<file path="src/verilog/led_dim_pkg.sv">
// constants, types and register map of the led dimming control block
// assumes a single 25 mhz system clock and a classic wishbone master
package led_dim_pkg;

	// ----------------------------------------
	// register map, byte addresses
	// ----------------------------------------
	localparam logic [7:0] CTRL_OFS   = 8'h00;
	localparam logic [7:0] STATUS_OFS = 8'h04;
	localparam logic [7:0] DUTY_OFS   = 8'h08;
	localparam logic [7:0] FRAME_OFS  = 8'h0c;

	// ----------------------------------------
	// field positions and reset values
	// ----------------------------------------
	localparam int          CTRL_OUT_EN_BIT   = 0;
	localparam logic [31:0] CTRL_RESET        = 32'h0000_0001;
	localparam int          STAT_MODE_LSB     = 0;
	localparam int          STAT_TEST_LSB     = 2;
	localparam int          STAT_DISABLED_LSB = 8;
	localparam int          STAT_BITS_LSB     = 16;
	localparam logic [31:0] DUTY_RESET        = 32'h0000_0000;

	// ----------------------------------------
	// timing counts; pwm steps, frame bits, and dc sample and test counts in system clocks
	// ----------------------------------------
	localparam int PWM_STEPS         = 256;
	localparam int FRAME_BITS        = 32;
	localparam int DC_SAMPLE_CYCLES  = 1280;
	localparam int LED_TEST_CYCLES   = 2500;

	// ----------------------------------------
	// types
	// ----------------------------------------
	typedef enum logic [1:0] {
		MODE_DIRECT = 2'b00,
		MODE_SERIAL = 2'b01,
		MODE_DC     = 2'b11
	} mode_e;

	typedef enum logic [1:0] {
		TEST_IDLE = 2'b00,
		TEST_RUN  = 2'b01,
		TEST_DONE = 2'b11
	} test_e;

	typedef logic [3:0][7:0] duty_set_t;

	typedef struct packed {
		logic        cyc;
		logic        stb;
		logic        we;
		logic [7:0]  adr;
		logic [3:0]  sel;
		logic [31:0] dat;
	} wb_req_s;

endpackage

</file>
<file path="src/verilog/led_dim_ctrl.sv">
// dimming control for a six channel linear led driver, all logic
// assumes every input is synchronous to clk_i and rst_i is the restart
//
// Our own choices: the placing of the registers and register access over Wishbone.
`timescale 1ns/100ps
`default_nettype none

// Overview of operation
// - mode strap at ground selects direct pwm: group inputs gate their channels
// - strap left open selects serial mode on group a, b and c inputs
// - strap at supply selects dc mode: converted group voltages give duty
// - channels 0,1 group a; 2,3 group b; 4 group c; 5 group d
// - an undriven group input reads low, so in direct mode its leds stay off
// - direct mode inputs are active high: high conducts, low is off
// - serial: group a is data, group b bit clock, group c frame end
// - a frame holds four duty bytes, first byte group a to fourth group d
// - one data bit is taken on each rising edge of the bit clock
// - frame end falling edge after 32 bits loads the four buffered bytes
// - code 00 gives 0 percent, ff gives 100, others but 02 code plus one steps
// - codes 01 and 02 both give two steps of 256
// - the pwm period is 256 cycles of the output clock
// - the output clock pin toggles on every system clock, so it runs at half the system clock rate
// - rail sense reaching threshold starts a timed string test with test current
// - a channel sensed low during the test is latched off and leaves headroom control
// - the string test runs once per start-up only
// - latched disables clear only on restart
module led_dim_ctrl #(
	parameter int TEST_CYCLES = led_dim_pkg::LED_TEST_CYCLES,
	parameter int DC_SAMPLE   = led_dim_pkg::DC_SAMPLE_CYCLES
) (
	input  wire logic                  clk_i,
	input  wire logic                  rst_i,
	input  wire led_dim_pkg::wb_req_s  wb_req_i,
	output logic [31:0]                wb_dat_o,
	output logic                       wb_ack_o,
	input  wire logic [1:0]            mode_strap_i,
	input  wire logic                  group_a_dim_input_i,
	input  wire logic                  group_b_dim_input_i,
	input  wire logic                  group_c_dim_input_i,
	input  wire logic                  group_d_dim_input_i,
	input  wire logic [3:0]            group_driven_i,
	input  wire led_dim_pkg::duty_set_t dc_duty_i,
	input  wire logic                  rail_feedback_sense_i,
	input  wire logic [5:0]            drain_sense_low_i,
	output logic                       half_rate_clock_output_o,
	output logic [5:0]                 test_current_o,
	output logic [5:0]                 channel_on_o,
	output logic [5:0]                 headroom_exclude_o
);

	// ----------------------------------------
	// parameter checks
	// ----------------------------------------
	if (TEST_CYCLES < 1 || TEST_CYCLES > 65535) begin : g_bad_test
		$error("TEST_CYCLES out of range");
	end
	if (DC_SAMPLE < 2 || DC_SAMPLE > 65535) begin : g_bad_dc
		$error("DC_SAMPLE out of range");
	end

	// ----------------------------------------
	// declarations
	// ----------------------------------------
	led_dim_pkg::mode_e     mode_q;
	logic                   strap_taken_q;
	led_dim_pkg::test_e     test_q;
	logic [15:0]            test_cnt_q;
	logic [5:0]             disabled_q;
	logic                   half_clk_q;
	logic [7:0]             pwm_cnt_q;
	logic [15:0]            dc_cnt_q;
	logic [31:0]            shift_q;
	logic [5:0]             bit_cnt_q;
	logic                   sclk_prev_q;
	logic                   eof_prev_q;
	led_dim_pkg::duty_set_t duty_q;
	logic [31:0]            ctrl_q;
	logic [31:0]            rd_dat_q;
	logic                   ack_q;
	logic [3:0]             grp_in;
	logic [3:0]             grp_pwm;
	logic [3:0]             grp_on;
	logic                   wb_hit;
	logic                   bclk_rise;
	logic                   eof_fall;
	logic                   out_en;
	logic [5:0]             ch_next;

	// undriven inputs read as the pull-down level
	assign grp_in = {group_d_dim_input_i, group_c_dim_input_i,
	                 group_b_dim_input_i, group_a_dim_input_i} & group_driven_i;

	// ----------------------------------------
	// mode strap, caught once after restart
	// ----------------------------------------
	always_ff @(posedge clk_i) begin
		if (rst_i) begin
			strap_taken_q <= 1'b0;
			mode_q        <= led_dim_pkg::MODE_DIRECT;
		end else if (!strap_taken_q) begin
			strap_taken_q <= 1'b1;
			unique case (mode_strap_i)
				2'b00:   mode_q <= led_dim_pkg::MODE_DIRECT;
				2'b11:   mode_q <= led_dim_pkg::MODE_DC;
				default: mode_q <= led_dim_pkg::MODE_SERIAL;
			endcase
		end
	end

	// ----------------------------------------
	// output clock and shared pwm counter
	// ----------------------------------------
	always_ff @(posedge clk_i) begin
		if (rst_i) begin
			half_clk_q <= 1'b0;
		end else begin
			half_clk_q <= ~half_clk_q;
		end
	end

	// one step per output clock period, wraps every 256 steps
	always_ff @(posedge clk_i) begin
		if (rst_i) begin
			pwm_cnt_q <= 8'h00;
		end else if (half_clk_q) begin
			pwm_cnt_q <= pwm_cnt_q + 8'h01;
		end
	end

	// ----------------------------------------
	// serial frame receiver
	// ----------------------------------------
	// bit clock and frame end sampled directly; the source is assumed slow
	// against clk_i, so a glitch shorter than a cycle is simply missed
	always_ff @(posedge clk_i) begin
		if (rst_i) begin
			sclk_prev_q <= 1'b0;
			eof_prev_q  <= 1'b0;
		end else begin
			sclk_prev_q <= grp_in[1];
			eof_prev_q  <= grp_in[2];
		end
	end

	assign bclk_rise = grp_in[1] && !sclk_prev_q;
	assign eof_fall  = eof_prev_q && !grp_in[2];

	always_ff @(posedge clk_i) begin
		if (rst_i) begin
			shift_q   <= 32'h0000_0000;
			bit_cnt_q <= 6'd0;
		end else if (mode_q == led_dim_pkg::MODE_SERIAL) begin
			if (eof_fall) begin
				bit_cnt_q <= 6'd0;
			end else if (bclk_rise) begin
				shift_q <= {shift_q[30:0], grp_in[0]};
				if (bit_cnt_q != 6'(led_dim_pkg::FRAME_BITS)) begin
					bit_cnt_q <= bit_cnt_q + 6'd1;
				end
			end
		end
	end

	// ----------------------------------------
	// duty settings
	// ----------------------------------------
	always_ff @(posedge clk_i) begin
		if (rst_i) begin
			dc_cnt_q <= 16'h0000;
		end else if (dc_cnt_q == 16'(DC_SAMPLE - 1)) begin
			dc_cnt_q <= 16'h0000;
		end else begin
			dc_cnt_q <= dc_cnt_q + 16'h0001;
		end
	end

	// a short frame is dropped rather than loaded half-filled
	always_ff @(posedge clk_i) begin
		if (rst_i) begin
			duty_q <= led_dim_pkg::DUTY_RESET;
		end else if (mode_q == led_dim_pkg::MODE_SERIAL) begin
			if (eof_fall && bit_cnt_q == 6'(led_dim_pkg::FRAME_BITS)) begin
				duty_q <= {shift_q[7:0], shift_q[15:8], shift_q[23:16], shift_q[31:24]};
			end
		end else if (mode_q == led_dim_pkg::MODE_DC && dc_cnt_q == 16'h0000) begin
			duty_q <= dc_duty_i;
		end
	end

	// ----------------------------------------
	// per group threshold compare
	// ----------------------------------------
	for (genvar g = 0; g < 4; g++) begin : g_grp
		logic [8:0] thr;
		always_comb begin
			if (duty_q[g] == 8'h00) begin
				thr = 9'd0;
			end else if (duty_q[g] == 8'h01 || duty_q[g] == 8'h02) begin
				thr = 9'd2;
			end else begin
				thr = {1'b0, duty_q[g]} + 9'd1;
			end
		end
		assign grp_pwm[g] = {1'b0, pwm_cnt_q} < thr;
		assign grp_on[g]  = (mode_q == led_dim_pkg::MODE_DIRECT) ? grp_in[g] : grp_pwm[g];
	end

	// ----------------------------------------
	// start-up led string test
	// ----------------------------------------
	always_ff @(posedge clk_i) begin
		if (rst_i) begin
			test_q     <= led_dim_pkg::TEST_IDLE;
			test_cnt_q <= 16'h0000;
		end else begin
			unique case (test_q)
				led_dim_pkg::TEST_IDLE: begin
					if (rail_feedback_sense_i) begin
						test_q <= led_dim_pkg::TEST_RUN;
					end
				end
				led_dim_pkg::TEST_RUN: begin
					if (test_cnt_q == 16'(TEST_CYCLES - 1)) begin
						test_q <= led_dim_pkg::TEST_DONE;
					end else begin
						test_cnt_q <= test_cnt_q + 16'h0001;
					end
				end
				led_dim_pkg::TEST_DONE: begin
					test_q <= led_dim_pkg::TEST_DONE;
				end
				// the unused code falls to done, never into a second test
				default: begin
					test_q <= led_dim_pkg::TEST_DONE;
				end
			endcase
		end
	end

	// only a restart clears a latched disable
	always_ff @(posedge clk_i) begin
		if (rst_i) begin
			disabled_q <= 6'b00_0000;
		end else if (test_q == led_dim_pkg::TEST_RUN) begin
			disabled_q <= disabled_q | drain_sense_low_i;
		end
	end

	// ----------------------------------------
	// channel outputs
	// ----------------------------------------
	// channels stay dark until the string test is over and outputs are enabled
	assign out_en = test_q == led_dim_pkg::TEST_DONE && ctrl_q[led_dim_pkg::CTRL_OUT_EN_BIT];

	for (genvar c = 0; c < 6; c++) begin : g_ch
		localparam int GRP = (c < 4) ? c / 2 : c - 2;
		assign ch_next[c] = out_en && !disabled_q[c] && grp_on[GRP];
	end

	always_ff @(posedge clk_i) begin
		if (rst_i) begin
			channel_on_o <= 6'b00_0000;
		end else begin
			channel_on_o <= ch_next;
		end
	end

	always_ff @(posedge clk_i) begin
		if (rst_i) begin
			half_rate_clock_output_o <= 1'b0;
		end else begin
			half_rate_clock_output_o <= half_clk_q;
		end
	end

	always_ff @(posedge clk_i) begin
		if (rst_i) begin
			test_current_o <= 6'b00_0000;
		end else begin
			test_current_o <= {6{test_q == led_dim_pkg::TEST_RUN}};
		end
	end

	always_ff @(posedge clk_i) begin
		if (rst_i) begin
			headroom_exclude_o <= 6'b00_0000;
		end else begin
			headroom_exclude_o <= disabled_q;
		end
	end

	// ----------------------------------------
	// wishbone slave
	// ----------------------------------------
	assign wb_hit = wb_req_i.cyc && wb_req_i.stb && !ack_q;

	always_ff @(posedge clk_i) begin
		if (rst_i) begin
			ctrl_q <= led_dim_pkg::CTRL_RESET;
		end else if (wb_hit && wb_req_i.we && wb_req_i.adr == led_dim_pkg::CTRL_OFS && wb_req_i.sel[0]) begin
			ctrl_q <= {31'h0000_0000, wb_req_i.dat[led_dim_pkg::CTRL_OUT_EN_BIT]};
		end
	end

	// one cycle answer; a request still held in the ack cycle is not taken twice
	always_ff @(posedge clk_i) begin
		if (rst_i) begin
			ack_q <= 1'b0;
		end else begin
			ack_q <= wb_hit;
		end
	end

	// unmapped addresses answer zero and ignore writes
	always_ff @(posedge clk_i) begin
		if (rst_i) begin
			rd_dat_q <= 32'h0000_0000;
		end else begin
			rd_dat_q <= 32'h0000_0000;
			if (wb_hit && !wb_req_i.we) begin
				unique case (wb_req_i.adr)
					led_dim_pkg::CTRL_OFS:   rd_dat_q <= ctrl_q;
					led_dim_pkg::STATUS_OFS: begin
						rd_dat_q[led_dim_pkg::STAT_MODE_LSB +: 2]     <= mode_q;
						rd_dat_q[led_dim_pkg::STAT_TEST_LSB +: 2]     <= test_q;
						rd_dat_q[led_dim_pkg::STAT_DISABLED_LSB +: 6] <= disabled_q;
						rd_dat_q[led_dim_pkg::STAT_BITS_LSB +: 6]     <= bit_cnt_q;
					end
					led_dim_pkg::DUTY_OFS:   rd_dat_q <= duty_q;
					led_dim_pkg::FRAME_OFS:  rd_dat_q <= shift_q;
					default:                 rd_dat_q <= 32'h0000_0000;
				endcase
			end
		end
	end

	assign wb_ack_o = ack_q;
	assign wb_dat_o = rd_dat_q;

endmodule

`default_nettype wire

</file>
<file path="config.mk">
export PLATFORM = sky130hd
export DESIGN_NAME = led_dim_ctrl
export DESIGN_NICKNAME = d
export VERILOG_FILES = /design/src/verilog/led_dim_pkg.sv /design/src/verilog/led_dim_ctrl.sv
export SDC_FILE = /design/constraint.sdc
export NUM_CORES = 1
export LEC_CHECK = 0
export BUFFER_PORTS_ARGS = -buffer_cell sky130_fd_sc_hd__clkbuf_2
export CORE_MARGIN = 8
export CORE_UTILIZATION = 50
export DETAILED_ROUTE_END_ITERATION = 7
export HOLD_SLACK_MARGIN = 0.12
export MAX_ROUTING_LAYER = met4
export PLACE_DENSITY_LB_ADDON = 0.12
export SYNTH_ARGS = -nofsm -noshare
export SYNTH_HDL_FRONTEND = slang
export SYNTH_SLANG_ARGS = --single-unit
</file>
<file path="constraint.sdc">
create_clock -name clk_i -period 3 [get_ports clk_i]
set_input_delay 0.3 -clock clk_i [delete_from_list [all_inputs] [get_ports clk_i]]
set_output_delay 0.3 -clock clk_i [all_outputs]
set_load 0.01 [all_outputs]
</file>
==> impl_summary.txt, run 1 <==
----------------------------------------------------
[Timing]
  Shortest clock period the worst path allows after layout ... 2780 ps
  Final setup violation count ... 0
  Setup TNS ... 0 ps
  Final period util ... 92.8%
  Number of pins exceeding their max-slew limit in the final report ... 0
  Smallest hold slack ... 166 ps
  Slew at the pin with the worst max-slew slack ... 1080 ps
  Max Clock Freq ... 359 MHz
  Relative max-transition margin ... 27.6%
  Number of hold violations in the final report ... 0
  RSZ-0062 raised after global routing ... no
  Clock Skews ... 8.47 ps

[Layout]
  Post-route insts no fill ... 1,325
  Area growth from synthesis to layout ... 15.9%
  Net total in the final layout ... 1,235
  Utilization of the core after routing ... 59.4%
  Leading cell type in the layout, fill and taps excluded ... sky130_fd_sc_hd__dfxtp_1
  Layout cell share with drive strength beyond 1 ... 19.7%
  Number of antenna cells inserted ... 0
  Highest-count cells in the layout ignoring fill and taps ... sky130_fd_sc_hd__dfxtp_1 (172), sky130_fd_sc_hd__nor2_1 (126), sky130_fd_sc_hd__clkbuf_2 (114), sky130_fd_sc_hd__nand2_1 (109), sky130_fd_sc_hd__a21oi_1 (56)

[Worst hold path]
  Hold path startpoint ... wb_req_i[45]
  Count of cells along the worst hold path ... 3
  HP Class ... in -> reg
  End point of the most critical hold path ... wb_ack_o$_SDFF_PP0_

[Power and ir drop]
  Leakage power total ... 0.00418 uW
  Total power divided by cell area ... 484 nW/um^2
  Worst voltage drop across the vdd grid ... 0.366 mV

[Global routing]
  Wire length of the first global-routing pass ... 37,800 microns
  Maximum number of pins on one net before global-route repair ... 144
  GR Util All Layers ... 21.9%
  Total global routing overflow ... 0
  Initial antenna violation count ... 0
  Via count of the first global-routing pass ... 7,198

[Drt]
  DR vias ... 7,303
  Via count normalized by instance count ... 5.51
  Iter 0 DRT Violations ... 533
  Remaining antenna violation count ... 0
  Initial DRT Pass Iterations ... 5
  Post-detailed-route DRC marker count ... 0
  Total length of routed wires ... 23,100 microns
  Per-cell routed wire length ... 17.4 microns

[CTS]
  TritonCTS clock tree ... built
  Clock Tree Root ... sky130_fd_sc_hd__clkbuf_16
  Post CTS Setup Buffer Count ... 0
  Clock Tree Buf Depth ... 2
  Number of levels in the clock H-tree ... 4
  Total clock buffers created by CTS ... 17
  Clock transition at the registers of the reported paths ... 70 ps
  Clock network latency to the later pin of the worst-skew pair ... 440 ps
  Clock sink count ... 172

[Synth]
  Number of different library cells in the post-synthesis netlist ... 59
  Share of synthesized flip-flops with an asynchronous set or reset ... 0%
  Number of storage elements in the synthesis netlist ... 172
  Sequential-to-total area share from yosys stat ... 38.8%
  Primary FF master, synth ... sky130_fd_sc_hd__dfxtp_1
  Nets in the synthesized netlist ... 1,137
  Cell area after synthesis ... 8870 sq um
  Synthesized area per cell ... 8.97 sq um
  Number of standard cells after synthesis ... 989
  Yosys Warn Count ... 0
  Number of enable flip-flop cells after synthesis ... 0

[Critical path]
  Critical path fanouts, max ... 16
  Critical Path Sink Type ... flop
  Worst R2R Start ... mode_q[1]$_SDFFE_PP0N_
  Count of cells along the worst register-to-register path ... 6
  Endpoint of the worst register-to-register path ... shift_q[0]$_SDFFE_PP0P_
  Setup slack, reg-to-reg ... 220 ps
  Required time at the endpoint of the critical path ... 3360 ps
  Kind of critical path ... reg -> reg
  Data arrival time at the worst-slack endpoint ... 3150 ps
  Critical Path Source Type ... flop

[Floorplan]
  Site row count ... 48
  CORE AREA ... 17,300 sq um
  Chip width ... 149 microns
  Vertical die dimension ... 149 microns
  Die Outline Area ... 22,300 sq um
  Number of ports placed on the die boundary ... 150
  Initial cell density of the core ... 51.3%

[Flow run]
  MaxCap Viol Count ... 0

[Placement]
  Number of port buffers ... 115
  Placer's final routability congestion estimate ... 0.876
  Detail Placement HPWL ... 16,600 microns
  Placed cell count ... 1,281

[Status]
  Result of the run ... complete, no violations

----------------------------------------------------
-- cell families (layout without fill, tap and decap cells) --
family                   Yosys count  count (layout)  synth area share [%]
adder cells (fa/ha/maj)           50              50                  7.05
XOR/XNOR                          47              47                  4.64
buffers and inverters             80             191                  4.39
AO/OA/AOI/OAI                    163             163                  12.0
AND/OR/NAND/NOR                  395             395                  22.0
multiplexers                      82              82                  11.1
flip-flops                       172             172                  38.8
-- critical path, cell delays in order, from the launching register on --
cell                            delay [ps]
sky130_fd_sc_hd__dfxtp_1               410
sky130_fd_sc_hd__nand2b_1              460
sky130_fd_sc_hd__nor4_2                680
sky130_fd_sc_hd__buf_4                 370
sky130_fd_sc_hd__nand3_1               110
sky130_fd_sc_hd__dlygate4sd3_1         560
sky130_fd_sc_hd__a21oi_1               110
-- report_power, final --
group / switching [uW] / internal [uW]
Combinational: 191 / 138
Sequential: 42.4 / 2310
Clock: 1030 / 1260
-- cells in the mapped netlist, types with 27 or more instances --
master,count,share of area [%]
sky130_fd_sc_hd__nand2_1,109,4.6
sky130_fd_sc_hd__o21ai_0,27,1.5
sky130_fd_sc_hd__nand3_1,32,1.8
sky130_fd_sc_hd__a22oi_1,31,2.6
sky130_fd_sc_hd__nor2_1,126,5.3
sky130_fd_sc_hd__ha_1,50,7.1
sky130_fd_sc_hd__mux2_4,30,5.1
sky130_fd_sc_hd__a21oi_1,56,3.2
sky130_fd_sc_hd__clkbuf_1,30,1.3
sky130_fd_sc_hd__xor2_1,33,3.3
sky130_fd_sc_hd__dfxtp_1,172,39
sky130_fd_sc_hd__mux2i_1,39,4.4
sky130_fd_sc_hd__nor2b_1,33,2.3
-- cell type report --
cell class | instances | area (sq um)
clock buffers | 17 | 425
inverters | 22 | 82.6
well taps | 225 | 282
flip-flops and latches | 172 | 3440
clock inverters | 15 | 179
repair buffers | 137 | 811
fillers | 1592 | 7020
multi-input cells | 737 | 5060
-- worst max path at each step --
stage                            start                          to  slack (ps)  cells after the start
3_3_place_gp    duty_q[3]$_SDFFE_PP0P_  channel_on_o[1]$_SDFF_PP0_         360                      7
6_report        mode_q[1]$_SDFFE_PP0N_     shift_q[0]$_SDFFE_PP0P_         220                      6
3_5_place_dp    duty_q[3]$_SDFFE_PP0P_  channel_on_o[0]$_SDFF_PP0_         310                      7
4_1_cts         mode_q[1]$_SDFFE_PP0N_     shift_q[0]$_SDFFE_PP0P_         230                      6
2_1_floorplan  duty_q[11]$_SDFFE_PP0P_  channel_on_o[2]$_SDFF_PP0_         510                      7
5_1_grt         mode_q[1]$_SDFFE_PP0N_     shift_q[0]$_SDFFE_PP0P_          30                      6
-- repair_timing --
action / in CTS / in global routing
resized for setup: 0 / 0
endpoints found under the hold margin: 10 / 0
endpoints found under the setup margin: 0 / 0
hold buffers: 12 / 0
-- registers in the layout, indices dropped and copies added, names as in the netlist, 2 cells and up --
register            cells
test_cnt_q             16
shift_q                32
test_q                  2
channel_on_o            6
disabled_q              6
dc_cnt_q               16
bit_cnt_q               6
mode_q                  2
duty_q                 32
wb_dat_o               32
pwm_cnt_q               8
headroom_exclude_o      6
-- layer usage --
metal  track usage (%)  part of all wire [%]
met5                 -                     0
met4              7.32                   1.6
met3              4.52                   5.3
met2              33.3                    46
met1              28.4                    47
-- per-stage QoR --
step	worst slack (ps)	power, uW	area (sq um)
final	217	4980	10300
after global routing	28.5	5150	10300
after CTS	228	5020	10300
after detailed placement	314	2720	9560
after global placement	360	2720	9560
after floorplan	509	2610	8870
No activity file was read; power rests on OpenSTA's default activity.
==> run 2: changes to the inputs <==
--- a/config.mk
+++ b/config.mk
@@ -6,8 +6,10 @@
 export NUM_CORES = 1
 export LEC_CHECK = 0
 export BUFFER_PORTS_ARGS = -buffer_cell sky130_fd_sc_hd__clkbuf_2
+export CELL_PAD_IN_SITES_DETAIL_PLACEMENT = 0
+export CELL_PAD_IN_SITES_GLOBAL_PLACEMENT = 1
 export CORE_MARGIN = 8
-export CORE_UTILIZATION = 50
+export CORE_UTILIZATION = 46
 export DETAILED_ROUTE_END_ITERATION = 7
 export HOLD_SLACK_MARGIN = 0.12
 export MAX_ROUTING_LAYER = met4
==> constraint.sdc (replaced) <==
create_clock -name clk_i -period 3.3 [get_ports clk_i]
set_input_delay 0.33 -clock clk_i [delete_from_list [all_inputs] [get_ports clk_i]]
set_output_delay 0.33 -clock clk_i [all_outputs]
set_load 0.01 [all_outputs]
==> run 2 against run 1 <==
Register-to-register slack improved by 320 ps; global-route usage down 1.3 points; first-iteration DRC count down 32%; total power fell by 12%; die area rose by 7.7%; count of clock-buffer cells in the layout grew 4; critical path type unchanged; highest routed layer unchanged.
==> impl_summary.txt, run 2 (synthesized netlist as in run 1, its figures left out) <==
----------------------------------------------------
[Critical path]
  Crit-path most repeated cell ... sky130_fd_sc_hd__a221o_1
  Required time at the endpoint of the critical path ... 3640 ps
  Number of buffers and inverters on the critical path ... 0
  Cell with the largest stage delay on the worst path ... sky130_fd_sc_hd__or4_1
  Cells traversed along the worst timing path ... or4_1, o41ai_1, ha_1, and3_1, a221o_1, a221o_1, o21ai_0
  Delay contributed by the slowest stage of the critical path ... 570 ps
  Critical path fanouts, max ... 6
  Kind of critical path ... reg -> reg
  Cell type group with the largest total delay on the critical path ... compound AO/OA/AOI/OAI gates
  Critical Path Source Type ... flop
  Data arrival time at the worst-slack endpoint ... 3100 ps
  Critical Path Sink Type ... flop

[Layout]
  Net total in the final layout ... 1,232
  Highest-count cells in the layout ignoring fill and taps ... sky130_fd_sc_hd__dfxtp_1 (172), sky130_fd_sc_hd__nor2_1 (126), sky130_fd_sc_hd__clkbuf_2 (114), sky130_fd_sc_hd__nand2_1 (109), sky130_fd_sc_hd__a21oi_1 (56)
  Post-route insts no fill ... 1,358
  Leading cell type in the layout, fill and taps excluded ... sky130_fd_sc_hd__dfxtp_1
  Layout cell share with drive strength beyond 1 ... 19.6%
  Area growth from synthesis to layout ... 15.1%

[Timing]
  Final period util ... 83.6%
  Shortest clock period the worst path allows after layout ... 2760 ps
  Slew at the pin with the worst max-slew slack ... 730 ps
  Number of hold violations in the final report ... 0
  Clock Skews ... 14.2 ps
  Number of pins exceeding their max-slew limit in the final report ... 0
  Setup TNS ... 0 ps
  Final setup violation count ... 0
  Max Clock Freq ... 362 MHz
  Relative max-transition margin ... 51.3%
  RSZ-0062 raised after global routing ... no

[Drt]
  Via count normalized by instance count ... 5.37
  Remaining antenna violation count ... 0
  Per-cell routed wire length ... 17.6 microns
  DR vias ... 7,296
  Iter 0 DRT Violations ... 363
  Post-detailed-route DRC marker count ... 0
  Total length of routed wires ... 23,900 microns
  Initial DRT Pass Iterations ... 5

[Power and ir drop]
  Post-layout total power ... 4390 uW
  Worst voltage drop across the vdd grid ... 0.340 mV
  Leakage power total ... 0.00414 uW
  Total power divided by cell area ... 429 nW/um^2

[Floorplan]
  Die Outline Area ... 24,000 sq um
  Initial cell density of the core ... 47.1%
  Chip width ... 155 microns
  Number of ports placed on the die boundary ... 150
  Site row count ... 50
  Vertical die dimension ... 155 microns
  CORE AREA ... 18,800 sq um

[Placement]
  Placer's final routability congestion estimate ... 0.818
  Detail Placement HPWL ... 17,000 microns
  Placed cell count ... 1,317
  Number of port buffers ... 115

[CTS]
  Clock network latency to the later pin of the worst-skew pair ... 440 ps
  Post CTS Setup Buffer Count ... 0
  TritonCTS clock tree ... built
  Clock transition at the registers of the reported paths ... 70 ps
  Number of gates resized after cts ... 0
  Clock Tree Root ... sky130_fd_sc_hd__clkbuf_16
  Clock sink count ... 172
  Clock Tree Buf Depth ... 2
  Number of levels in the clock H-tree ... 4
  Hold_buf cts ... 8
  Total clock buffers created by CTS ... 17

[Global routing]
  Wire length of the first global-routing pass ... 38,400 microns
  GR Util All Layers ... 20.5%
  Maximum number of pins on one net before global-route repair ... 69
  Via count of the first global-routing pass ... 7,195
  Initial antenna violation count ... 0
  Total global routing overflow ... 0

[Flow run]
  MaxCap Viol Count ... 0

[Worst hold path]
  HP Class ... in -> reg

[Status]
  Result of the run ... complete, no violations

----------------------------------------------------
-- run 2: per-layer routing --
metal	vias to the layer above	routed length [microns]	track usage, %
met4	0	471	7.42
met3	34	1030	3.85
met5	-	0	-
met2	134	10700	31.8
met1	3477	11600	26.4
li1	3651	-	-
-- run 2: final timing paths --
path,slack [ps],endpoint,depth (start not counted),start
setup / recovery,540,channel_on_o[2]$_SDFF_PP0_,7,duty_q[11]$_SDFFE_PP0P_
hold / removal,140,eof_prev_q$_SDFF_PP0_,3,group_driven_i[2]
setup reg to reg,540,channel_on_o[2]$_SDFF_PP0_,7,duty_q[11]$_SDFFE_PP0P_
hold reg to reg,460,dc_cnt_q[0]$_SDFF_PP0_,1,dc_cnt_q[0]$_SDFF_PP0_
-- run 2: final cells by class --
type | instances | area [sq um]
clock inverters | 11 | 111
diodes | 1 | 2.50
repair buffers | 134 | 741
clock buffers | 21 | 450
flip-flops and latches | 172 | 3440
multi-input cells | 737 | 5060
well taps | 260 | 325
fillers | 1798 | 8620
inverters | 22 | 82.6
-- run 2: stage by stage --
step | setup slack [ps] | hold WS (ps) | util [%] | instance area (sq um)
after floorplan | 809 | 425 | - | 8870
after global placement | 662 | 435 | 50.8 | 9570
after detailed placement | 578 | 446 | 50.8 | 9570
after CTS | 538 | 125 | 54.2 | 10200
after global routing | 367 | 149 | 54.2 | 10200
final | 541 | 141 | 54.2 | 10200
-- run 2: where the power goes --
| part | switching, uW | internal (uW) | total, uW |
|---|---|---|---|
| logic | 175 | 122 | 297 |
| clock network | 876 | 1070 | 1950 |
| registers | 38.4 | 2100 | 2140 |
-- run 2: worst reg2reg max path, stage by stage, from the launching register on --
cell,delay [ps]
sky130_fd_sc_hd__dfxtp_1,370
sky130_fd_sc_hd__or4_1,570
sky130_fd_sc_hd__o41ai_1,350
sky130_fd_sc_hd__ha_1,290
sky130_fd_sc_hd__and3_1,170
sky130_fd_sc_hd__a221o_1,350
sky130_fd_sc_hd__a221o_1,360
sky130_fd_sc_hd__o21ai_0,210
